## src/verilog/tcpcpr_pkg.sv

```systemverilog
package tcpcpr_pkg;

   // ==========================================================
   // Reset values and timing
   // ==========================================================
   localparam logic [7:0] ROLE_CTRL_RST   = 8'h05;
   localparam logic [7:0] ROLE_CTRL_OPEN  = 8'h0f;
   localparam logic [4:0] ADDR_UPPER      = 5'h14;
   localparam int         ADDR_PAIR_BIT   = 2;
   localparam int         ADDR_STRAP_BIT  = 1;
   localparam int         FUSE_WORDS      = 4;
   localparam int         POR_HOLD_CYC    = 8;

   // ==========================================================
   // Sequencer states, Gray coded along the power-up path
   // ==========================================================
   typedef enum logic [2:0] {
      ST_OFF   = 3'b000,
      ST_LOAD  = 3'b001,
      ST_FUSE  = 3'b011,
      ST_STRAP = 3'b010,
      ST_RUN   = 3'b110
   } tcpcpr_state_t;

   // ==========================================================
   // Carriers
   // ==========================================================
   typedef struct packed {
      logic       vdd_good;
      logic       vbus_good;
   } tcpcpr_supply_t;

   typedef struct packed {
      logic       hv_source_on;
      logic       vbus_source_on;
      logic       strap_out_val;
   } tcpcpr_ctrl_t;

   typedef struct packed {
      logic       port_pwr_clr;
      logic       init_clr;
   } tcpcpr_clr_t;

endpackage : tcpcpr_pkg

```

## src/verilog/tcpcpr_seq.sv

```systemverilog
// Overview of operation
// - Supply becoming valid on VDD or VBUS runs reset: defaults load, fuses read.
// - Writing one to the soft reset bit repeats the full power-on reset.
// - Unpowered, both CC lines show open: no pull-up, no pull-down.
// - With VDD present, CC pull-ups apply; role control starts at 0x05.
// - Strap pin is sampled at power-up, then driven as push-pull output.
// - Slave address comes from bus pin pairing and latched strap level.
// - Address is 10100, bit2 second pairing, bit1 strap, bit0 read/write.
// - Interrupt is active-low open-drain, pulled low to call the host.
// - Interrupt asserts after power-up and soft reset for power and init events.
// - Host clears event by writing one; zero leaves it; pin released when none.
// - High-voltage source switch output is high for on, low for off.
// - VBUS source switch output is high for on, low for off.
module tcpcpr_seq
   import tcpcpr_pkg::*;
#(
   parameter int FUSES = FUSE_WORDS,
   parameter int HOLD  = POR_HOLD_CYC
) (
   input  wire logic                   clk,
   input  wire logic                   resetn,
   input  wire tcpcpr_pkg::tcpcpr_supply_t supply_pin,
   input  wire logic                   strap_pin_in,
   input  wire logic                   bus_pair2,
   input  wire logic                   soft_reset_bit_wr,
   input  wire tcpcpr_pkg::tcpcpr_clr_t clr_wr,
   input  wire tcpcpr_pkg::tcpcpr_ctrl_t ctrl_in,
   input  wire logic [7:0]             role_wr_data,
   input  wire logic                   role_wr,
   input  wire logic [7:0]             fuse_rd_data,
   output logic [$clog2(FUSES)-1:0]    fuse_rd_idx,
   output logic [7:0]                  fuse_trim [FUSES],
   output logic                        regs_default,
   output logic                        soft_reset_bit,
   output logic [7:0]                  cc_role_control,
   output logic                        cc_terms_enable,
   output logic [7:0]                  slave_addr,
   output logic                        orient_addr_strap_pin_out,
   output logic                        orient_addr_strap_pin_oe,
   output logic                        int_n_out,
   output logic                        int_n_oe,
   output logic                        port_pwr_event,
   output logic                        init_event,
   output logic                        hv_source_switch_out,
   output logic                        vbus_source_switch_out,
   output logic                        ready
);
   import tcpcpr_pkg::*;

   // The 8-bit phase counter bounds both the fuse count and the load hold
   if (FUSES < 2 || FUSES > 256 || HOLD < 1 || HOLD > 256) begin : g_bad_param
      $error("tcpcpr_seq: bad parameters");
   end

   // ==========================================================
   // Pin synchronisers
   // ==========================================================
   tcpcpr_supply_t sup_s1_ff, sup_s2_ff;
   logic           strap_s1_ff, strap_s2_ff, pair_s1_ff, pair_s2_ff;
   logic           pwr_ok, pwr_ok_d_ff;

   always_ff @(posedge clk) begin
      if (!resetn) begin
         sup_s1_ff   <= '0;
         sup_s2_ff   <= '0;
         strap_s1_ff <= 1'b0;
         strap_s2_ff <= 1'b0;
         pair_s1_ff  <= 1'b0;
         pair_s2_ff  <= 1'b0;
      end else begin
         sup_s1_ff   <= supply_pin;
         sup_s2_ff   <= sup_s1_ff;
         strap_s1_ff <= strap_pin_in;
         strap_s2_ff <= strap_s1_ff;
         pair_s1_ff  <= bus_pair2;
         pair_s2_ff  <= pair_s1_ff;
      end
   end

   assign pwr_ok = sup_s2_ff.vdd_good | sup_s2_ff.vbus_good;

   always_ff @(posedge clk) begin
      if (!resetn) pwr_ok_d_ff <= 1'b0;
      else         pwr_ok_d_ff <= pwr_ok;
   end

   // ==========================================================
   // Sequencer
   // ==========================================================
   tcpcpr_state_t      state_ff, nxt_state;
   logic [7:0]         cnt_ff;
   logic               rise;
   logic               soft_reset_bit_ff;

   assign rise = pwr_ok & ~pwr_ok_d_ff;

   always_comb begin
      nxt_state = state_ff;
      case (state_ff)
         ST_OFF:   if (rise) nxt_state = ST_LOAD;
         ST_LOAD:  if (cnt_ff == 8'(HOLD - 1)) nxt_state = ST_FUSE;
         ST_FUSE:  if (cnt_ff == 8'(FUSES - 1)) nxt_state = ST_STRAP;
         ST_STRAP: nxt_state = ST_RUN;
         ST_RUN:   if (soft_reset_bit_ff) nxt_state = ST_LOAD;
         default:  nxt_state = ST_OFF;
      endcase
      if (!pwr_ok) nxt_state = ST_OFF;
   end

   always_ff @(posedge clk) begin
      if (!resetn) begin
         state_ff <= ST_OFF;
         cnt_ff   <= 8'h00;
      end else begin
         state_ff <= nxt_state;
         cnt_ff   <= (nxt_state != state_ff) ? 8'h00 : cnt_ff + 8'h01;
      end
   end

   // Held through the whole reset so a second write cannot retrigger midway
   always_ff @(posedge clk) begin
      if (!resetn)                                      soft_reset_bit_ff <= 1'b0;
      else if (state_ff == ST_STRAP)                    soft_reset_bit_ff <= 1'b0;
      else if (state_ff == ST_RUN && soft_reset_bit_wr) soft_reset_bit_ff <= 1'b1;
   end

   assign soft_reset_bit = soft_reset_bit_ff;
   assign regs_default   = (state_ff == ST_LOAD);
   assign ready          = (state_ff == ST_RUN);
   assign fuse_rd_idx    = cnt_ff[$clog2(FUSES)-1:0];

   // ==========================================================
   // Fuse trim capture
   // ==========================================================
   generate
      for (genvar g = 0; g < FUSES; g++) begin : g_fuse
         always_ff @(posedge clk) begin
            if (!resetn)
               fuse_trim[g] <= 8'h00;
            else if (state_ff == ST_FUSE && cnt_ff == 8'(g))
               fuse_trim[g] <= fuse_rd_data;
         end
      end
   endgenerate

   // ==========================================================
   // CC terminations and address strap
   // ==========================================================
   logic       strap_ff, pair_ff;
   logic [7:0] role_ff;

   always_ff @(posedge clk) begin
      if (!resetn || state_ff == ST_OFF)    role_ff <= ROLE_CTRL_OPEN;
      else if (state_ff == ST_LOAD)         role_ff <= ROLE_CTRL_RST;
      else if (state_ff == ST_RUN && role_wr) role_ff <= role_wr_data;
   end

   assign cc_role_control = role_ff;
   assign cc_terms_enable = (state_ff != ST_OFF) & sup_s2_ff.vdd_good;

   always_ff @(posedge clk) begin
      if (!resetn) begin
         strap_ff <= 1'b0;
         pair_ff  <= 1'b0;
      end else if (state_ff == ST_STRAP) begin
         strap_ff <= strap_s2_ff;
         pair_ff  <= pair_s2_ff;
      end
   end

   assign slave_addr = {ADDR_UPPER, pair_ff, strap_ff, 1'b0};

   // Pin is an input until the strap is captured
   always_ff @(posedge clk) begin
      if (!resetn) begin
         orient_addr_strap_pin_oe  <= 1'b0;
         orient_addr_strap_pin_out <= 1'b0;
      end else begin
         orient_addr_strap_pin_oe  <= (state_ff == ST_RUN);
         orient_addr_strap_pin_out <= (state_ff == ST_RUN) & ctrl_in.strap_out_val;
      end
   end

   // ==========================================================
   // Interrupt events
   // ==========================================================
   always_ff @(posedge clk) begin
      if (!resetn) begin
         port_pwr_event <= 1'b0;
         init_event     <= 1'b0;
      end else if (state_ff == ST_STRAP) begin
         port_pwr_event <= 1'b1;
         init_event     <= 1'b1;
      end else begin
         if (clr_wr.port_pwr_clr) port_pwr_event <= 1'b0;
         if (clr_wr.init_clr)     init_event     <= 1'b0;
      end
   end

   // Open drain: output always low, only the enable moves
   assign int_n_out = 1'b0;
   always_ff @(posedge clk) begin
      if (!resetn) int_n_oe <= 1'b0;
      else         int_n_oe <= (port_pwr_event | init_event) & (state_ff == ST_RUN);
   end

   // ==========================================================
   // Source switch outputs
   // ==========================================================
   always_ff @(posedge clk) begin
      if (!resetn || state_ff != ST_RUN) begin
         hv_source_switch_out   <= 1'b0;
         vbus_source_switch_out <= 1'b0;
      end else begin
         hv_source_switch_out   <= ctrl_in.hv_source_on;
         vbus_source_switch_out <= ctrl_in.vbus_source_on;
      end
   end

endmodule : tcpcpr_seq

```

## config.mk

```make
export PLATFORM = sky130hd
export DESIGN_NAME = tcpcpr_seq
export DESIGN_NICKNAME = d
export VERILOG_FILES = /design/src/verilog/tcpcpr_pkg.sv /design/src/verilog/tcpcpr_seq.sv
export SDC_FILE = /design/constraint.sdc
export NUM_CORES = 1
export LEC_CHECK = 0
export ABC_AREA = 1
export BUFFER_PORTS_ARGS = -buffer_cell sky130_fd_sc_hd__buf_2
export CORE_ASPECT_RATIO = 1.2
export CORE_MARGIN = 10
export CORE_UTILIZATION = 50
export CTS_BUF_LIST = sky130_fd_sc_hd__clkbuf_8 sky130_fd_sc_hd__clkbuf_16
export DETAILED_ROUTE_END_ITERATION = 16
export HOLD_SLACK_MARGIN = 0.1
export PLACE_DENSITY = 0.89
export SETUP_SLACK_MARGIN = 0.02
export SLEW_MARGIN = 10
export SYNTH_ARGS = -nofsm -noshare
export SYNTH_HDL_FRONTEND = slang
export SYNTH_SLANG_ARGS = --single-unit
```

## constraint.sdc

```tcl
create_clock -name clk -period 1.9 [get_ports clk]
set_input_delay 0.38 -clock clk [delete_from_list [all_inputs] [get_ports clk]]
set_output_delay 0.38 -clock clk [all_outputs]
set_load 0.01 [all_outputs]
```

## Word-level counts from Yosys, hierarchy flattened

Cells that the tools add are included.

| storage, ports and cells | value |
|---|---|
| flip-flop bits (word level) | 70 |
| latch bits | 0 |
| bits in writable memories | 0 |
| ROM bits | 0 |
| input bits | 29 |
| output and inout port bits | 62 |
| word-level logic and storage cells | 76 |
| memories | 0 |

| operators by class | value |
|---|---|
| add/subtract/negate cells | 1 |
| multiply operators | 0 |
| divide/modulo/power cells | 0 |
| magnitude comparators | 0 |
| equal/unequal tests | 10 |
| shifts and indexed selects | 0 |
| muxes and demuxes | 12 |
| bitwise logic cells | 8 |
| reduce and logical (&&, ||, !) cells | 18 |

Operators with widths:

| operator | number |
|---|---|
| == test 8 x 2 -> 1 bit, second input constant | 2 |
| 2-to-1 mux 3 bit | 5 |
| one-hot mux 3 bit (5 select lines) | 1 |
| adder 8 x 1 -> 8 bit, second input constant | 1 |
| == test 8 x 1 -> 1 bit, second input constant | 1 |
| == test 8 x 3 -> 1 bit, second input constant | 1 |
| logical NOT 8 bit | 1 |
| 2-to-1 mux 4 bit | 2 |
| == test 3 x 2 -> 1 bit, second input constant | 2 |
| logical AND 1 bit | 6 |
| nonzero test 2 bit | 3 |
| OR reduction 2 bit | 3 |
| AND 1 bit | 4 |
| 2-to-1 mux 1 bit | 4 |
| == test 3 x 1 -> 1 bit, second input constant | 1 |
| == test 3 bit, second input constant | 1 |
| logical NOT 3 bit | 1 |
| inequality test 3 bit | 1 |
| inequality test 3 bit, second input constant | 1 |
| nonzero test 3 bit | 1 |
| logical OR 1 bit | 2 |
| inverter 1 bit | 2 |
| OR 1 bit | 2 |
| logical NOT 1 bit | 1 |

## Depth between registers and ports, before layout

Gate-level depths: netlist of run 1.

| logic depth | value |
|---|---|
| word-level depth | 7 |
| mapped depth | 10 |
| depth with buffers taken out | 10 |

## Worst setup path before layout of run 1

No wires, ideal clock.

| path | value |
|---|---|
| kind | register -> register |
| start point | register cnt_ff[0] |
| end point | register cnt_ff[0] |
| arrival | 1297 ps |
| path slack | 485 ps |
| stages on the path, launching flop included | 11 |
| buffers on the path | 0 |
| clock period less this slack | 1415 ps |
| cells stage by stage | dfxtp_1 > ha_1 > nand3_1 > nor2_1 > nand2_1 > nand2_1 > nand3_1 > nand2_2 > nor2_4 > nand2_4 > nor2_2 |

| on the way | value |
|---|---|
| cells in the longest elaborated chain, start to end | 6 |
| elaborated cells between the ends (all ways) | 9 |
| classes of those cells | add/sub (1); eq/ne (3); mux (4); reduce/logical (1) |

Ends and longest elaborated chain:

| item | line | source |
|---|---|---|
| start, declared | tcpcpr_seq.sv:91 | `logic [7:0] cnt_ff;` |
| start signal, assigned | tcpcpr_seq.sv:116 | `cnt_ff <= (nxt_state != state_ff) ? 8'h00 : cnt_ff + 8'h01;` |
| == test 8 x 2 -> 1 bit or == test 8 x 3 -> 1 bit (tied branches) | tcpcpr_seq.sv:102, tcpcpr_seq.sv:101 |  |
| 2-to-1 mux 3 bit (on tied branches) | tcpcpr_seq.sv:102, tcpcpr_seq.sv:101 |  |
| one-hot mux 3 bit (5 select lines) | tcpcpr_seq.sv:99 | `case (state_ff)` |
| 2-to-1 mux 3 bit | tcpcpr_seq.sv:107 | `if (!pwr_ok) nxt_state = ST_OFF;` |
| inequality test 3 bit | tcpcpr_seq.sv:116 |  |
| OR reduction 2 bit (no source line) | -- |  |

Parallel ways exist; a longest one is shown, timed or not.
A chain may end at the register's enable or synchronous reset.

## Final worst setup path of run 1

| path | value |
|---|---|
| start point | register state_ff[2] |
| end point | output ready |

| on the way | value |
|---|---|
| cells in the longest elaborated chain, start to end | 1 |

Ends and longest elaborated chain:

| item | line | source |
|---|---|---|
| start, declared | tcpcpr_seq.sv:90 | `tcpcpr_state_t state_ff, nxt_state;` |
| start signal, assigned | tcpcpr_seq.sv:115 | `state_ff <= nxt_state;` |
| == test 3 bit | tcpcpr_seq.sv:129 | `assign ready = (state_ff == ST_RUN);` |
| end, declared | tcpcpr_seq.sv:46 | `output logic ready` |

No other way between the ends.

==> results of run 1 <==
==> worst max-delay path, delay by kind of cell, from the launching register on <==
| family | cells | cell delay, ps |
|---|---|---|
| simple gates | 1 | 200 |
| buf+inv | 2 | 260 |
| flops | 1 | 500 |
==> flip-flops by register name, summed over array words and instances, names as in the netlist, 2 cells and up <==
| register | flops |
|---|---|
| state_ff | 3 |
| sup_s2_ff | 2 |
| cc_role_control | 8 |
| fuse_trim | 32 |
| cnt_ff | 8 |
| sup_s1_ff | 2 |
==> synth_stat cells (2+ instances only) <==
cell,number
a21oi_1,11
buf_4,11
clkbuf_1,4
conb_1,2
dfxtp_1,70
ha_1,4
inv_1,34
inv_2,3
nand2_1,46
nand2_2,4
nand3_1,11
nand3_2,4
nor2_1,84
nor2_2,10
nor2_4,2
o21ai_0,32
or2_2,2
xnor2_1,3
xor2_1,3
==> cell type report <==
class	instances	area, um2	share of cell area (%)
Clock buffer	9	124	3.65
Clock inverter	6	111	3.28
Inverter	38	143	4.20
Multi-Input combinational cell	230	1110	32.6
Sequential cell	70	1400	41.3
Tap cell	62	77.6	2.29
Timing Repair Buffer	85	430	12.7
==> cell usage in the layout (no fill, tap or decap) <==
cell	n
nand3_1	11
nand3_2	4
nand2_4	1
nor2_4	2
nor3_1	1
clkbuf_8	9
xnor2_1	3
or2_2	2
inv_2	3
a22oi_2	1
clkinvlp_4	1
bufinv_16	3
clkinv_1	1
o21ai_1	1
inv_1	34
a21oi_1	11
nand4_1	1
dfxtp_1	70
xor2_1	3
nor2_1	84
clkinv_4	1
buf_2	83
nor2_2	10
nand2_1	46
ha_1	4
buf_4	2
a21oi_2	1
clkinv_2	1
conb_1	7
nand2_2	4
a211oi_1	1
o21ai_0	32
==> power by group <==
group / switching, mW / internal (mW) / total (mW)
sequential: 0.0113 / 1.48 / 1.49
combinational: 0.0933 / 0.0558 / 0.149
clock: 0.545 / 0.863 / 1.41
total: 0.649 / 2.40 / 3.05
==> metrics by stage <==
step / utilization (%) / std cells / worst slack (ps)
3_5_place_dp: 59.6 / 485 / 352
6_report: 64.1 / 500 / 212
2_1_floorplan: - / 354 / 485
4_1_cts: 64.1 / 500 / 212
5_1_grt: 64.1 / 500 / 91.9
3_3_place_gp: 59.6 / 485 / 416
==> cells by family after synthesis <==
family / count (synthesis) / share of synthesized area, %
fa+ha+maj: 4 / 1.83
simple gates: 166 / 26.6
other cells: 2 / 0.275
flops: 70 / 51.3
buf+inv: 54 / 8.97
compound gates: 47 / 9.11
xor+xnor: 6 / 1.92
==> final timing paths <==
kind | start | to | slack [ps] | cells after the start
worst max-delay path | state_ff[2] | ready | 210 | 3
worst min-delay path | supply_pin[0] | sup_s1_ff[0] | 210 | 3
worst max register to register | cnt_ff[0] | fuse_trim[3] | 330 | 7
worst min register to register | sup_s1_ff[0] | sup_s2_ff[0] | 420 | 2
==> per-layer routing <==
metal  GRT usage [%]  part of all wire [%]
met5               0                     0
met4            8.97                   2.6
met3            8.25                    12
met2            26.1                    49
met1            14.9                    36
==> summary.txt, run 1 <==
Outcome
  • Outcome: complete, no violations

Placement
  • Post-DP HPWL: ~5200 um
  • Post-Place Cell Area: approximately 3200 um2
  • # port buffers: between 80 and 90
  • Gpl congestion: roughly 0.85

STA
  • RSZ-0062 raised after global routing: no
  • Upper clock frequency limit: about 590 MHz
  • Post-layout min period: about 1700 ps
  • Slew Viols, Final: 0
  • # setup viols final: 0
  • Clk_skew: between 6 and 7 ps
  • Final hold vios: 0
  • Fin Hold WS: roughly 210 ps
  • Final TNS setup: 0 ps
  • Period utilisation layout: 88.8%

Synth
  • Cell type with the largest total area after synthesis: dfxtp_1
  • Main area contributors after synthesis: dfxtp_1 51%, nor2_1 12%, nand2_1 6.3%, o21ai_0 5.9%, inv_1 4.7%
  • Prevailing post-synth register cell: dfxtp_1
  • Synth warn: 0
  • Synthesis-stage register bit count: 70
  • Syn Area/Cell: roughly 8 um2
  • Yosys top cell area share: between 50 and 60%
  • Area of the mapped netlist: around 2700 um2
  • Post-synthesis sequential area ratio: about half
  • Async S/R FF share, synth: 0%
  • Distinct cell type count after synthesis: 28
  • Number of synthesized flops with an enable pin: 0
  • Post-synthesis cell count: between 300 and 400

Global routing
  • Number of global-route vias before repair: approximately 2500
  • Largest net degree at the start of global routing: 23
  • Global route overflow: 0
  • GRT Util Overall: approximately 16%
  • Initial antenna violation count: 0
  • First-pass GRT wire length: 11000 um

Pwr
  • Tot Pwr: 3.05 mW
  • LEAKAGE: 1.64 nW
  • VDD IR max: a little under 0.6 mV
  • Pwr/cell area: between 800 and 900 nW/um2

Clocking
  • Max Root-Sink Buffers: 2
  • CTS tree: yes
  • Clock transition at path regs: around 70 ps
  • CTS Hold Buffers Added: 0
  • Setup bufs post-CTS: 0
  • Num CTS Buffers: 9
  • Clock Sinks: 70
  • Clock Latency Late Sink: 350 ps
  • H-tree levels: 3
  • Clk root buf: clkbuf_8
  • Post_cts resized: 0

Worst setup path
  • Crit Path Class: flop to primary output
  • Slowest CP cell: dfxtp_1
  • Worst-path cell chain: inv_2, nor2_2, buf_2
  • CP Max Fanout: 6
  • Worst setup SP type: flop
  • Nature of the critical path endpoint: primary output
  • Required time of the critical path: approximately 1500 ps
  • Crit path DAT: between 1000 and 1500 ps
  • Slowest cell delay on critical path: 500 ps

Detailed routing
  • DRT Wirelength: ~6600 um
  • DRC violations left: 0
  • Initial DRT Pass Iterations: 4
  • ANT nets after route: 0
  • Post-DR vias/cell: a little under 5
  • Initial DRC count: ~110
  • Vias: 2431
  • DR WL/cell: 13.3 um

Layout
  • ANT cells: 0
  • Area Growth Syn to Fin: 24.1%
  • Number of fill cells: around 450
  • Share of layout cells above drive strength 1: around 29%
  • Finished Cell Area: 3390 um2
  • Final #Nets: about 470

Floorplanning
  • FP Rows: 29
  • Die Wd: slightly below 90 um
  • Die Y-Extent: about 100 um
  • Starting Density: 51.6%
  • Full die area: about 8800 um2
  • CORE AREA: around 5300 um2
  • Num ports: 91

Job
  • Max Cap Viol: 0

Hold path
  • Hold crit path type: primary input to flop
No activity file was read; power rests on OpenSTA's default activity.
==> run 2: changes to the inputs <==
CORE_UTILIZATION = 35   (was 50)
MAX_ROUTING_LAYER = met4   (was not set)
PLACE_DENSITY = 0.69   (was 0.89)
==> run 2 against run 1 <==
Net effect:
- register-to-register slack worse by 20 ps
- die area rose by 33%
- worst setup slack better by 1.3 ps
- fmax about the same
- combinational power barely moved
- critical path depth rose by 1
==> summary.txt, run 2 (synthesis gave the netlist of run 1 again) <==
Clocking
  • Clock Latency Late Sink: approximately 340 ps
  • Num CTS Buffers: 9
  • Setup bufs post-CTS: 0
  • CTS Hold Buffers Added: 0
  • Clock transition at path regs: roughly 70 ps
  • CTS tree: yes
  • Post_cts resized: 0
  • Clk root buf: clkbuf_8
  • Clock Sinks: 70
  • Max Root-Sink Buffers: 2
  • H-tree levels: 3

STA
  • Final hold vios: 0
  • PnR worst setup slack: 214 ps
  • Upper clock frequency limit: about 590 MHz
  • Slew Viols, Final: 0
  • Period utilisation layout: approximately nine tenths
  • Fin Hold WS: 221 ps
  • Clk_skew: just over 9 ps
  • RSZ-0062 raised after global routing: no
  • Post-layout min period: between 1500 and 2000 ps
  • # setup viols final: 0
  • Final TNS setup: 0 ps

Global routing
  • GRT Util Overall: a little under an eighth
  • Largest net degree at the start of global routing: 40
  • Initial antenna violation count: 0
  • Global route overflow: 0
  • Number of global-route vias before repair: around 2300
  • First-pass GRT wire length: 10500 um

Layout
  • Reg with most FFs: fuse_trim
  • Number of fill cells: approximately 770
  • Reg area: roughly 1400 um2
  • ANT cells: 0
  • Final #Nets: 466
  • Final Non-Filler Cells: 530
  • Most common cell after layout, fill and taps aside: nor2_1
  • Share of layout cells above drive strength 1: slightly below 30%
  • Area Growth Syn to Fin: 24.7%
  • Most frequent cells in the layout: 84 x nor2_1, 83 x buf_2, 70 x dfxtp_1
  • Final Util: 44.5%
  • Area of the multi-input gates: 1110 um2
  • Max FFs per register: 32

Placement
  • # port buffers: between 80 and 90
  • Post-DP HPWL: 5170 um
  • Post-place setup slack: around 350 ps
  • Gpl congestion: around 0.86
  • Placed insts: 514

Worst setup path
  • Nature of the critical path endpoint: primary output
  • Worst flop-to-flop path startpoint: cnt_ff[0]
  • CP startpoint: state_ff[0]
  • Crit Path Class: flop to primary output
  • Crit path DAT: approximately 1300 ps
  • CP Max Fanout: 5
  • Worst setup SP type: flop
  • Required time of the critical path: 1520 ps

Floorplanning
  • Die Y-Extent: approximately 120 um
  • FP Rows: 35
  • Full die area: between 10000 and 15000 um2
  • Die Wd: 101 um
  • Starting Density: 35.7%
  • Num ports: 91
  • CORE AREA: about 7700 um2

Pwr
  • VDD IR max: around 0.56 mV
  • Pwr/cell area: slightly below 900 nW/um2
  • LEAKAGE: between 1.5 and 2 nW

Detailed routing
  • DRT Wirelength: approximately 6600 um
  • DR WL/cell: between 10 and 15 um
  • Initial DRT Pass Iterations: 5
  • Initial DRC count: 64
  • Post-DR vias/cell: roughly 4.5
  • DRC violations left: 0
  • Vias: between 2000 and 2500
  • ANT nets after route: 0

Outcome
  • Outcome: complete, no violations

Hold path
  • Hold crit path type: primary input to flop
  • Hold Path Origin: bus_pair2

Job
  • Max Cap Viol: 0
[run 2: worst max-delay path: stages (launching register included)]
cell	delay (ps)
dfxtp_1	360
inv_1	150
nand2_2	90
nor2_2	190
buf_2	170
[run 2: layout make-up]
| class | count | area share, % |
|---|---|---|
| Clock buffer | 9 | 3.63 |
| Multi-Input combinational cell | 230 | 32.4 |
| Inverter | 38 | 4.18 |
| Timing Repair Buffer | 84 | 12.4 |
| Sequential cell | 70 | 41.1 |
| Clock inverter | 7 | 2.86 |
| Tap cell | 92 | 3.38 |
[run 2: final timing paths]
check | end | slack, ps | cells after the start
setup / recovery | ready | 210 | 4
hold / removal | pair_s1_ff | 220 | 3
setup reg to reg | fuse_trim[3] | 310 | 7
hold reg to reg | strap_s2_ff | 400 | 2
[run 2: per-stage QoR]
| stage | power [mW] | cell area [um2] |
|---|---|---|
| CTS | 3.01 | 3410 |
| floorplan | 1.63 | 2750 |
| global route | 3.10 | 3410 |
| detailed placement | 1.68 | 3190 |
| finish | 2.97 | 3410 |
| global placement | 1.67 | 3190 |
[run 2: power breakdown]
group          leakage (nW)  internal [mW]  switching (mW)
clock                 0.112          0.746           0.584
sequential            0.566           1.48          0.0112
combinational         0.956         0.0544          0.0943
total                  1.63           2.28           0.689
[run 2: layer usage]
metal	GRT usage, %	share of wire, %	up-vias
li1	-	-	1232
met1	12.6	42	1039
met2	18.5	47	83
met3	4.29	8.9	10
met4	5.38	1.7	0
met5	-	0	-
